File: config.mk
export PLATFORM = sky130hd
export DESIGN_NAME = sgcr_top
export DESIGN_NICKNAME = d
export VERILOG_FILES = /design/src/hw/sgcr_pkg.sv /design/src/hw/sgcr_sync2.sv /design/src/hw/sgcr_purge_match.sv /design/src/hw/sgcr_top.sv
export SDC_FILE = /design/constraint.sdc
export NUM_CORES = 1
export LEC_CHECK = 0
export ABC_AREA = 0
export BUFFER_PORTS_ARGS = -buffer_cell sky130_fd_sc_hd__buf_4
export CORE_MARGIN = 4
export CORE_UTILIZATION = 49
export DETAILED_ROUTE_END_ITERATION = 7
export GPL_ROUTABILITY_DRIVEN = 1
export PLACE_DENSITY = 0.76
export SYNTH_ARGS = -nofsm -noshare
export SYNTH_HDL_FRONTEND = slang
export SYNTH_HIERARCHICAL = 1
export SYNTH_SLANG_ARGS = --single-unit
File: constraint.sdc
create_clock -name ref_clk -period 2.8 [get_ports ref_clk]
set_clock_uncertainty 0.2 [all_clocks]
set_input_delay 0.56 -clock ref_clk [delete_from_list [all_inputs] [get_ports ref_clk]]
set_output_delay 0.56 -clock ref_clk [all_outputs]
set_load 0.01 [all_outputs]
File: src/hw/sgcr_pkg.sv
// sgcr_pkg: constants and types of the switch global control register bank
// assumes: one 25 MHz core clock, byte-wide management register port
package sgcr_pkg;

    // ----------------------------------------
    // register map
    // ----------------------------------------
    localparam int SGCR_PORTS = 4;
    localparam logic [7:0] SGCR_ADDR_GC0 = 8'h02;
    localparam logic [7:0] SGCR_ADDR_GC1 = 8'h03;
    localparam int SGCR_GC0_BACKOFF = 7;
    localparam int SGCR_GC0_LPURGE = 5;
    localparam int SGCR_GC0_FPURGE = 4;
    localparam int SGCR_GC0_COMPL = 1;
    localparam int SGCR_GC0_LINKAGE = 0;
    localparam int SGCR_GC1_PASSALL = 7;
    localparam int SGCR_GC1_JUMBO = 6;
    localparam logic [7:0] SGCR_GC0_WR_MASK = 8'hB3;
    localparam logic [7:0] SGCR_GC0_RSVD_VAL = 8'h0C;
    localparam logic [7:0] SGCR_GC1_WR_MASK = 8'hC0;
    localparam logic [7:0] SGCR_REG_RST = 8'h00;

    // ----------------------------------------
    // frame filter constants
    // ----------------------------------------
    localparam logic [15:0] SGCR_PAUSE_TYPE = 16'h8808;
    localparam logic [47:0] SGCR_TEST_DA = 48'h0180C2000001;

    // ----------------------------------------
    // timing
    // ----------------------------------------
    localparam longint SGCR_CLK_HZ = 25000000;
    localparam longint SGCR_FAST_AGE_US = 800;
    localparam longint SGCR_NORMAL_AGE_S = 300;
    // fast cycle must end strictly under the limit, so one cycle is taken off
    localparam longint SGCR_FAST_AGE_CYC = SGCR_FAST_AGE_US * SGCR_CLK_HZ / 1000000 - 1;
    localparam longint SGCR_NORMAL_AGE_CYC = SGCR_NORMAL_AGE_S * SGCR_CLK_HZ;
    localparam int SGCR_CNT_W = 33;

    // ----------------------------------------
    // types
    // ----------------------------------------
    typedef enum logic [2:0] {
        SGCR_AGE_NORMAL = 3'b001,
        SGCR_AGE_SWEEP = 3'b010,
        SGCR_AGE_FAST = 3'b100
    } sgcr_age_state_t;

    typedef struct packed {
        logic valid;
        logic [15:0] type_len;
        logic [47:0] dest;
        logic flow_ctrl;
    } sgcr_frame_t;

    typedef struct packed {
        logic valid;
        logic unicast;
        logic [SGCR_PORTS-1:0] ports;
    } sgcr_entry_t;

endpackage

File: src/hw/sgcr_sync2.sv
// sgcr_sync2: two flip-flop synchroniser for pin levels
// assumes: inputs are slow levels, no pulse shorter than two clocks matters
`timescale 1ns/100ps
module sgcr_sync2 #(
    parameter int W = 4
) (
    input wire logic ref_clk,
    input wire logic sys_rst,
    input wire logic [W-1:0] async_in,
    output logic [W-1:0] sync_out
);
    logic [W-1:0] meta;
    logic [W-1:0] next_meta;
    logic [W-1:0] next_sync_out;

    always_comb begin
        next_meta = async_in;
        next_sync_out = meta;
    end

    always_ff @(posedge ref_clk) begin
        if (sys_rst) begin
            meta <= '0;
            sync_out <= '0;
        end else begin
            meta <= next_meta;
            sync_out <= next_sync_out;
        end
    end
endmodule

File: src/hw/sgcr_purge_match.sv
// sgcr_purge_match: decides whether an address table entry is removed by a purge
// assumes: a table walker presents one entry per cycle, result one cycle later
`timescale 1ns/100ps
module sgcr_purge_match
    import sgcr_pkg::*;
#(
    parameter int PORTS = SGCR_PORTS,
    parameter bit FIXED_TABLE = 1'b0
) (
    input wire logic ref_clk,
    input wire logic sys_rst,
    input wire logic enable,
    input sgcr_entry_t entry,
    input wire logic [PORTS-1:0] learn_off,
    output logic hit
);
    logic next_hit;
    logic port_off;

    always_comb begin
        port_off = |(entry.ports & learn_off);
        if (FIXED_TABLE) begin
            // single forwarding port, unicast, learning off on it
            next_hit = enable & entry.valid & entry.unicast & $onehot(entry.ports) & port_off;
        end else begin
            // any learned entry of a port with learning off goes
            next_hit = enable & entry.valid & port_off;
        end
    end

    always_ff @(posedge ref_clk) begin
        if (sys_rst) begin
            hit <= 1'b0;
        end else begin
            hit <= next_hit;
        end
    end

    property p_match;
        @(posedge ref_clk) disable iff (sys_rst)
        (enable && entry.valid && (entry.ports & learn_off) != '0
            && (!FIXED_TABLE || (entry.unicast && $onehot(entry.ports)))) |=> hit;
    endproperty
    a_match: assert property (p_match) else $error("purge entry not flagged");

    property p_no_match;
        @(posedge ref_clk) disable iff (sys_rst)
        (!enable || (entry.ports & learn_off) == '0) |=> !hit;
    endproperty
    a_no_match: assert property (p_no_match) else $error("entry flagged wrongly");
endmodule

File: src/hw/sgcr_top.sv
// sgcr_top: global control registers zero and one of the four-port switch
// assumes: byte register port, one-cycle strobes, read data the cycle after
//
// Design decision made here: strobed register access.
`timescale 1ns/100ps
module sgcr_top
    import sgcr_pkg::*;
#(
    parameter int PORTS = SGCR_PORTS,
    parameter int CNT_W = SGCR_CNT_W,
    parameter logic [CNT_W-1:0] FAST_AGE_CYC = CNT_W'(SGCR_FAST_AGE_CYC),
    parameter logic [CNT_W-1:0] NORMAL_AGE_CYC = CNT_W'(SGCR_NORMAL_AGE_CYC)
) (
    input wire logic ref_clk,
    input wire logic sys_rst,
    input wire logic [7:0] reg_addr,
    input wire logic [7:0] reg_wdata,
    input wire logic reg_wr,
    input wire logic reg_rd,
    output logic [7:0] reg_rdata,
    input wire logic [PORTS-1:0] link_up_pin,
    input wire logic [PORTS-1:0] learn_off,
    input sgcr_entry_t learned_entry,
    input sgcr_entry_t fixed_entry,
    input sgcr_frame_t rx_frame,
    output logic backoff_alt,
    output logic learned_table_purge,
    output logic fixed_table_purge,
    output logic learned_purge_hit,
    output logic fixed_purge_hit,
    output logic compliance_drop_mode,
    output logic frame_drop,
    output logic pass_all_frames,
    output logic jumbo_2kb_accept,
    output logic age_all_now,
    output logic fast_age_active,
    output logic age_tick
);

    // ----------------------------------------
    // register port
    // ----------------------------------------
    logic [7:0] gc0;
    logic [7:0] gc1;
    logic [7:0] next_gc0;
    logic [7:0] next_gc1;
    logic [7:0] next_reg_rdata;
    logic next_learned_purge;
    logic next_fixed_purge;
    logic wr_gc0;
    logic wr_gc1;

    always_comb begin
        wr_gc0 = reg_wr && (reg_addr == SGCR_ADDR_GC0);
        wr_gc1 = reg_wr && (reg_addr == SGCR_ADDR_GC1);
        next_gc0 = gc0;
        next_gc1 = gc1;
        // trigger bits fire for one cycle then drop
        next_learned_purge = gc0[SGCR_GC0_LPURGE];
        next_fixed_purge = gc0[SGCR_GC0_FPURGE];
        next_gc0[SGCR_GC0_LPURGE] = 1'b0;
        next_gc0[SGCR_GC0_FPURGE] = 1'b0;
        // a fresh write wins over the self-clear of the same cycle
        if (wr_gc0) begin
            next_gc0 = reg_wdata & SGCR_GC0_WR_MASK;
        end
        if (wr_gc1) begin
            next_gc1 = reg_wdata & SGCR_GC1_WR_MASK;
        end
        next_reg_rdata = 8'h00;
        if (reg_rd) begin
            unique case (reg_addr)
                SGCR_ADDR_GC0: next_reg_rdata = gc0 | SGCR_GC0_RSVD_VAL;
                SGCR_ADDR_GC1: next_reg_rdata = gc1;
                default: next_reg_rdata = 8'h00;
            endcase
        end
    end

    always_ff @(posedge ref_clk) begin
        if (sys_rst) begin
            gc0 <= SGCR_REG_RST;
            gc1 <= SGCR_REG_RST;
            reg_rdata <= 8'h00;
            learned_table_purge <= 1'b0;
            fixed_table_purge <= 1'b0;
        end else begin
            gc0 <= next_gc0;
            gc1 <= next_gc1;
            reg_rdata <= next_reg_rdata;
            learned_table_purge <= next_learned_purge;
            fixed_table_purge <= next_fixed_purge;
        end
    end

    // ----------------------------------------
    // mode outputs
    // ----------------------------------------
    logic next_backoff_alt;
    logic next_compliance;
    logic next_pass_all;
    logic next_jumbo;

    always_comb begin
        next_backoff_alt = gc0[SGCR_GC0_BACKOFF];
        next_compliance = gc0[SGCR_GC0_COMPL];
        next_pass_all = gc1[SGCR_GC1_PASSALL];
        next_jumbo = gc1[SGCR_GC1_JUMBO];
    end

    // mode bits lag the register by one cycle so every output is a flop
    always_ff @(posedge ref_clk) begin
        if (sys_rst) begin
            backoff_alt <= 1'b0;
            compliance_drop_mode <= 1'b0;
            pass_all_frames <= 1'b0;
            jumbo_2kb_accept <= 1'b0;
        end else begin
            backoff_alt <= next_backoff_alt;
            compliance_drop_mode <= next_compliance;
            pass_all_frames <= next_pass_all;
            jumbo_2kb_accept <= next_jumbo;
        end
    end

    // ----------------------------------------
    // flow-control frame filter
    // ----------------------------------------
    logic next_frame_drop;

    always_comb begin
        if (gc0[SGCR_GC0_COMPL]) begin
            next_frame_drop = rx_frame.valid && ((rx_frame.type_len == SGCR_PAUSE_TYPE)
                || (rx_frame.dest == SGCR_TEST_DA));
        end else begin
            next_frame_drop = rx_frame.valid && rx_frame.flow_ctrl;
        end
    end

    always_ff @(posedge ref_clk) begin
        if (sys_rst) begin
            frame_drop <= 1'b0;
        end else begin
            frame_drop <= next_frame_drop;
        end
    end

    // ----------------------------------------
    // purge qualifiers for the table walker
    // ----------------------------------------
    // the walker owns the tables; only the keep-or-remove verdict lives here
    sgcr_purge_match #(.PORTS(PORTS), .FIXED_TABLE(1'b0)) u_learned_match (
        .ref_clk(ref_clk),
        .sys_rst(sys_rst),
        .enable(1'b1),
        .entry(learned_entry),
        .learn_off(learn_off),
        .hit(learned_purge_hit)
    );

    sgcr_purge_match #(.PORTS(PORTS), .FIXED_TABLE(1'b1)) u_fixed_match (
        .ref_clk(ref_clk),
        .sys_rst(sys_rst),
        .enable(1'b1),
        .entry(fixed_entry),
        .learn_off(learn_off),
        .hit(fixed_purge_hit)
    );

    // ----------------------------------------
    // link-loss aging
    // ----------------------------------------
    logic [PORTS-1:0] link_up;
    logic [PORTS-1:0] link_prev;
    logic [PORTS-1:0] next_link_prev;
    logic link_lost;

    sgcr_sync2 #(.W(PORTS)) u_link_sync (
        .ref_clk(ref_clk),
        .sys_rst(sys_rst),
        .async_in(link_up_pin),
        .sync_out(link_up)
    );

    sgcr_age_state_t age_state;
    sgcr_age_state_t next_age_state;
    logic [CNT_W-1:0] age_cnt;
    logic [CNT_W-1:0] next_age_cnt;
    logic next_age_all;
    logic next_fast_active;
    logic next_age_tick;

    always_comb begin
        next_link_prev = link_up;
        link_lost = gc0[SGCR_GC0_LINKAGE] && ((link_prev & ~link_up) != '0);
        next_age_state = age_state;
        next_age_cnt = age_cnt + CNT_W'(1);
        next_age_all = 1'b0;
        next_fast_active = 1'b0;
        next_age_tick = 1'b0;
        unique case (age_state)
            SGCR_AGE_NORMAL: begin
                if (link_lost) begin
                    next_age_state = SGCR_AGE_SWEEP;
                    next_age_cnt = '0;
                end else if (age_cnt >= NORMAL_AGE_CYC - CNT_W'(1)) begin
                    next_age_tick = 1'b1;
                    next_age_cnt = '0;
                end
            end
            SGCR_AGE_SWEEP: begin
                // every learned address goes at once
                next_age_all = 1'b1;
                next_fast_active = 1'b1;
                next_age_state = SGCR_AGE_FAST;
                next_age_cnt = '0;
            end
            SGCR_AGE_FAST: begin
                next_fast_active = 1'b1;
                if (link_lost) begin
                    next_age_state = SGCR_AGE_SWEEP;
                    next_age_cnt = '0;
                end else if (age_cnt >= FAST_AGE_CYC - CNT_W'(2)) begin
                    // back to the slow period, counted afresh
                    next_age_state = SGCR_AGE_NORMAL;
                    next_fast_active = 1'b0;
                    next_age_cnt = '0;
                end
            end
            default: begin
                next_age_state = SGCR_AGE_NORMAL;
                next_age_cnt = '0;
            end
        endcase
    end

    always_ff @(posedge ref_clk) begin
        if (sys_rst) begin
            link_prev <= '0;
            age_state <= SGCR_AGE_NORMAL;
            age_cnt <= '0;
            age_all_now <= 1'b0;
            fast_age_active <= 1'b0;
            age_tick <= 1'b0;
        end else begin
            link_prev <= next_link_prev;
            age_state <= next_age_state;
            age_cnt <= next_age_cnt;
            age_all_now <= next_age_all;
            fast_age_active <= next_fast_active;
            age_tick <= next_age_tick;
        end
    end

    // ----------------------------------------
    // checks
    // ----------------------------------------
    logic [CNT_W-1:0] fast_len;

    always_ff @(posedge ref_clk) begin
        if (sys_rst || !fast_age_active) begin
            fast_len <= '0;
        end else begin
            fast_len <= fast_len + CNT_W'(1);
        end
    end

    property p_backoff;
        @(posedge ref_clk) disable iff (sys_rst)
        wr_gc0 |=> ##1 backoff_alt == $past(reg_wdata[SGCR_GC0_BACKOFF], 2);
    endproperty
    a_backoff: assert property (p_backoff) else $error("back-off mode not taken");

    property p_lpurge;
        @(posedge ref_clk) disable iff (sys_rst)
        (wr_gc0 && reg_wdata[SGCR_GC0_LPURGE]) |=> ##1 learned_table_purge;
    endproperty
    a_lpurge: assert property (p_lpurge) else $error("learned purge not started");

    property p_lpurge_clear;
        @(posedge ref_clk) disable iff (sys_rst)
        (learned_table_purge && !$past(wr_gc0)) |-> !gc0[SGCR_GC0_LPURGE];
    endproperty
    a_lpurge_clear: assert property (p_lpurge_clear) else $error("purge bit stuck");

    property p_fpurge;
        @(posedge ref_clk) disable iff (sys_rst)
        (wr_gc0 && reg_wdata[SGCR_GC0_FPURGE]) |=> ##1 fixed_table_purge
            ##1 (!fixed_table_purge || $past(wr_gc0, 2));
    endproperty
    a_fpurge: assert property (p_fpurge) else $error("fixed purge not one pulse");

    property p_compl_drop;
        @(posedge ref_clk) disable iff (sys_rst)
        (gc0[SGCR_GC0_COMPL] && rx_frame.valid && rx_frame.type_len == SGCR_PAUSE_TYPE)
            |=> frame_drop;
    endproperty
    a_compl_drop: assert property (p_compl_drop) else $error("pause type not dropped");

    property p_normal_drop;
        @(posedge ref_clk) disable iff (sys_rst)
        (!gc0[SGCR_GC0_COMPL] && rx_frame.valid) |=> frame_drop == $past(rx_frame.flow_ctrl);
    endproperty
    a_normal_drop: assert property (p_normal_drop) else $error("wrong flow-control drop");

    property p_fast_len;
        @(posedge ref_clk) disable iff (sys_rst)
        fast_age_active |-> fast_len < FAST_AGE_CYC;
    endproperty
    a_fast_len: assert property (p_fast_len) else $error("fast aging too long");

    property p_loss_sweep;
        @(posedge ref_clk) disable iff (sys_rst)
        (link_lost && age_state == SGCR_AGE_NORMAL) |=> ##1 age_all_now && fast_age_active;
    endproperty
    a_loss_sweep: assert property (p_loss_sweep) else $error("no age-out on link loss");

    property p_back_normal;
        @(posedge ref_clk) disable iff (sys_rst)
        $fell(fast_age_active) |-> age_state == SGCR_AGE_NORMAL && age_cnt <= CNT_W'(1);
    endproperty
    a_back_normal: assert property (p_back_normal) else $error("slow aging not resumed");

    property p_gc1_modes;
        @(posedge ref_clk) disable iff (sys_rst)
        wr_gc1 |=> ##1 pass_all_frames == $past(reg_wdata[SGCR_GC1_PASSALL], 2)
            && jumbo_2kb_accept == $past(reg_wdata[SGCR_GC1_JUMBO], 2);
    endproperty
    a_gc1_modes: assert property (p_gc1_modes) else $error("control one modes wrong");

    property p_rsvd;
        @(posedge ref_clk) disable iff (sys_rst)
        (reg_rd && reg_addr == SGCR_ADDR_GC0) |=> (reg_rdata & 8'h4C) == SGCR_GC0_RSVD_VAL;
    endproperty
    a_rsvd: assert property (p_rsvd) else $error("reserved bits not fixed");

endmodule

-- After elaboration in Yosys (flattened, before gate mapping)
Index checks and enable logic that the tools add are counted.
- bitwise logic cells: 11
- reductions and logical operators: 13
- mux-type cells: 16
- add/subtract/negate cells: 4
- order comparisons: 2
- eq/ne operators: 10
- operator list (cell ; count):
    $mux W33 ; 4
    $pmux W33 S2 ; 1
    $eq A48 B41 Y1 const B ; 1
    $add A33 B1 Y33 const B ; 1
    $ge A33 B15 Y1 const B ; 1
    $ge A33 B33 Y1 const B ; 1
    $eq A16 B16 Y1 const B ; 1
    $eq A8 B2 Y1 const B ; 2
    $pmux W8 S2 ; 1
    $and A4 B4 Y4 ; 3
    $mux W3 ; 3
    $pmux W3 S3 ; 1
    $reduce_or A4 Y1 ; 2
    $eq A3 B1 Y1 const B ; 2
    $logic_and A1 B1 Y1 ; 5
    $mux W1 ; 5
    $add A1 B1 Y2 ; 2
    $and A1 B1 Y1 ; 4
    $not A4 Y4 ; 1
    $reduce_bool A4 Y1 ; 1
    $reduce_or A2 Y1 ; 2
    $add A3 B3 Y3 ; 1
    $eq A3 B2 Y1 const B ; 1
    $eq A3 B3 Y1 const B ; 1
    7 further kinds ; 9
- input port bits: 106
- output and inout port bits: 20
- logic and storage cells: 77
- flip-flop bits (word level): 75

-- Depth between registers and ports, before layout
- depth in word-level cells: 6
- gate-level depth with buffers: 9
- depth with buffers taken out: 7

-- Cells and area by module
The synthesis kept the hierarchy.
- by module, submodules not included (module ; area each (sq um) ; cells an instance ; instances):
    sgcr_top ; 3075.4 ; 316 ; 1
    sgcr_sync2 ; 210.2 ; 16 ; 1
    sgcr_purge_match at u_fixed_match ; 128.9 ; 14 ; 1
    sgcr_purge_match at u_learned_match ; 51.3 ; 5 ; 1

-- Least setup slack after synthesis
No wires, ideal clock.
- kind: flip-flop to flip-flop
- start point: reg age_cnt[22]
- end point: reg age_cnt[24]
- required time: 2.537 ns
- path buffers: 2
- setup slack: 0.297 ns
- setup time: 0.063 ns
- arrival time: 2.239 ns
- stages on the path, launching flop included: 9
- period minus slack after synthesis: 2.503 ns
- cells stage by stage: dfxtp_1 > or4_4 > nor4_4 > nand2_2 > o31a_1 > or4_1 > buf_6 > buf_12 > nor2_4
- word-level cells in the longest chain between the ends: 4
- elaborated cells between the ends (all ways): 8
- classes of those cells: add/sub (1); order compare (2); mux (5)
- ends and longest elaborated chain (element ; line ; text):
    start: declaration ; sgcr_top.sv:187 ; logic [CNT_W-1:0] age_cnt;
    start signal: assignment ; sgcr_top.sv:248 ; age_cnt <= next_age_cnt;
    $add A33 B1 Y33 (tied with other cells) ; sgcr_top.sv:197 ; next_age_cnt = age_cnt + CNT_W'(1);
    $mux W33, on equally long branches ; sgcr_top.sv:223, sgcr_top.sv:206 ;
    $mux W33, on equally long branches ; sgcr_top.sv:220, sgcr_top.sv:203 ;
    $pmux W33 S2 * ; sgcr_top.sv:201 ; unique case (age_state)
Mark *: on every way between the ends. The rest lies on a longest branch, timed or not.
A chain may end at the register's enable or synchronous reset.

-- Worst setup path in the final report
- start point: reg age_cnt[23]
- end point: reg age_cnt[7]
- word-level cells in the longest chain between the ends: 4
- elaborated cells between the ends (all ways): 7
- classes of those cells: order compare (2); mux (5)
- ends and longest elaborated chain (element ; line):
    $ge A33 B15 Y1 or $ge A33 B33 Y1 (tied branches) ; sgcr_top.sv:223, sgcr_top.sv:206
    $mux W33, on equally long branches ; sgcr_top.sv:223, sgcr_top.sv:206
    $mux W33, on equally long branches ; sgcr_top.sv:220, sgcr_top.sv:203
    $pmux W33 S2 * ; sgcr_top.sv:201
Marked as above.

==> key figures <==
Status
  • Status: finished clean

Floorplanning
  • Die X: approximately 92 um
  • Die Span Y: slightly above 90 um
  • I/O Pins: about 130
  • Starting Density: 50.73%
  • Full die area: 8482 um2
  • Core area: between 6000 and 7000 um2
  • Cell Rows: 30

Global route
  • Largest net degree at the start of global routing: 34
  • Initial antenna violation count: 0
  • Vias in the first global route: 2905
  • GR Util All Layers: about a fifth
  • Grt ovf: 0
  • First-pass GRT wire length: approximately 13 mm

Route
  • ANT nets after route: 0
  • Drt wl/cell: between 10 and 15 um
  • Via-to-Cell Ratio: 4.976
  • Final WL: 8.276 mm
  • DRC viols: 0
  • Detailed Routing Iterations Pass 1: 4
  • Iter 0 DRT Violations: 152
  • Via count: roughly 2900

Placed design
  • Detailed Place HPWL: between 6 and 7 mm
  • IO buf count: roughly 120
  • # placed instances: between 500 and 600
  • GPL Wtd Cong: about 0.8
  • Dpl cell area: between 4000 and 5000 um2

CTS
  • Hold-fix buffers, CTS: 0
  • Clock sink count: 74
  • CTS clk-pin slew, worst paths: ~0.08 ns
  • Total CTS buffers: 9
  • CTS tree: built
  • H-tree levels: 3
  • Clock Latency Late Sink: about 0.34 ns
  • Clock Path Buffers: 2
  • Clock root cell: clkbuf_8

Timing
  • Smallest hold slack: 0.2167 ns
  • Fin. max-slew vios: 0
  • Final setup viols: 0
  • Final hold vios: 0
  • Tcrit/Tclk final: roughly 93%
  • Worst slew pin tran: approximately 0.59 ns
  • Final Critical Period: approximately 2.6 ns
  • RSZ-0062 raised after global routing: no
  • Slew HR: 59.64%
  • Max Freq: just under 0.4 GHz
  • Setup tns final: 0 ns

Cells and area
  • Fin area: between 4000 and 5000 um2
  • Fin cells: 581
  • P&R area growth vs syn: 35.92%
  • Commonest cells after routing, fill and taps aside: buf_4 (126), dfxtp_1 (74), nor2_4 (28)
  • Fraction of layout cells with a size suffix above 1: a little under two fifths
  • Fill count: ~570
  • Fin nets: just under 600
  • Commonest non-fill, non-tap cell in the layout: buf_4
  • # diodes: 0
  • Layout Utilization: 68.96%

Setup path
  • CP arrival: 2.68 ns
  • Largest stage delay on the critical path: slightly below 0.6 ns
  • Critical path type: reg2reg
  • CP dominant cell by count: or4_4
  • Required time of the worst setup path: about 2.9 ns
  • Reg2reg setup slack: between 0.2 and 0.25 ns
  • CP max-delay cell: or4_4
  • Critical path's top delay family: simple AND/OR/NAND/NOR gates
  • WP buf/inv: 1
  • Worst Path Max Fanout: 13
  • Kind of end point of the critical path: flop
  • CP Launch Type: flop
  • Worst path cell trace: or4_4 -> nor4_4 -> nand2_2 -> o31a_1 -> or4_4 -> clkbuf_16 -> nor2_4

Yosys
  • Sequential-to-total area share from yosys stat: a little over two fifths
  • #FFs+latches synth: 74
  • Netlist Area Pre-Place: roughly 3500 um2
  • Ys Warns: 6
  • Gate Count Post-Synth: approximately 350
  • Asr flop ratio synth: 0%
  • Syn_area_per_cell: 9.874 um2
  • Number of synthesized flops with an enable pin: 0
  • Netlist cell types: 53
  • Most used DFF post-synth: dfxtp_1

Run
  • Max_cap viols: 0

Power
  • Leak: 1.917 nW
  • PD cells: 460.1 nW/um2
  • Max VDD drop: 0.2887 mV

Worst hold path
  • Min-delay worst type: in2reg
==> cells in the mapped netlist, drive strengths merged, types with 2 or more instances <==
cell      n  area share [%]
mux2i     6             1.7
buf       6             2.4
a2111oi   3            0.94
nor4b    10             2.5
nor2     55              12
a22oi     4            0.87
and2      9             1.6
and4      3            0.76
nor2b    18             3.2
o22ai     2            0.36
xor2     18             4.5
or2b      3            0.76
clkbuf    5            0.54
a21oi     2            0.29
and3      4            0.72
o211a     2            0.58
nand4    11             2.0
xnor2    13             3.3
nand2b    2            0.36
nor3      9             1.3
or2       2            0.36
a31oi     2            0.36
or3       2            0.36
nand2    16             1.8
dfxtp    74              43
inv      15             1.6
nor4     12             2.6
a211oi    3            0.79
nand3b    2            0.43
o21bai    2            0.43
o21ai     6            0.87
ha        4             1.4
nand3    15             2.2
or4       2            0.54
==> metrics by stage <==
step	setup slack, ns	power, mW
2_1_floorplan	0.2974	1.168
3_3_place_gp	0.1015	1.285
3_5_place_dp	0.04628	1.290
4_1_cts	0.03026	2.185
5_1_grt	0.04667	2.251
6_report	0.2071	2.168
==> cell type report <==
class	count	area [um2]	area share [%]
clock buffers	11	141.4	3.001
inverters	15	56.30	1.195
repair buffers	129	1002	21.27
multi-input cells	252	1833	38.91
well taps	96	120.1	2.550
flip-flops and latches	74	1481	31.45
clock inverters	4	76.32	1.620
==> per-layer routing <==
metal	global-route usage, %	share of wire [%]
met3	4.020	4.2
met4	7.797	2.0
met1	24.61	43
met2	32.97	51
met5	0	0
==> registers in the layout, summed over array words and instances, names as in the netlist <==
signal,flops
jumbo_2kb_accept,1
gc1,2
reg_rdata,7
fast_age_active,1
u_link_sync/sync_out,4
link_prev,4
age_cnt,33
u_link_sync/meta,4
backoff_alt,1
age_all_now,1
u_fixed_match/hit,1
frame_drop,1
compliance_drop_mode,1
age_state,3
gc0,5
u_learned_match/hit,1
fixed_table_purge,1
learned_table_purge,1
pass_all_frames,1
age_tick,1
==> worst paths after layout <==
kind	from	end	cells past startpoint
setup / recovery	age_cnt[23]$_SDFF_PP0_	age_cnt[7]$_SDFF_PP0_	7
hold / removal	reg_wdata[4]	gc0[4]$_SDFF_PP0_	2
setup reg to reg	age_cnt[23]$_SDFF_PP0_	age_cnt[7]$_SDFF_PP0_	7
hold reg to reg	u_link_sync/meta[0]$_SDFF_PP0_	u_link_sync/sync_out[0]$_SDFF_PP0_	1
==> repair_timing <==
item / 4_1_cts / 5_1_grt
endpoints found under the setup margin: 0 / 28
setup buffers: 0 / 0
resized for setup: 0 / 2
==> power breakdown <==
group	total [mW]	leakage [nW]	internal, mW	switching [mW]
logic	0.200	1.21	0.125	0.0747
registers	1.07	0.599	1.06	0.00621
clock network	0.897	0.106	0.523	0.374
total	2.17	1.92	1.71	0.455
==> cell families after synthesis <==
logic type | count (synthesis) | share of synthesized area [%]
flip-flops | 74 | 42.74
XOR/XNOR | 31 | 7.834
AO/OA/AOI/OAI | 30 | 6.462
buffers and inverters | 26 | 4.585
adder cells (fa/ha/maj) | 5 | 2.022
other | 1 | 0.1082
AND/OR/NAND/NOR | 178 | 34.51
multiplexers | 6 | 1.733
Note: power is estimated with default switching activity, not from simulation.
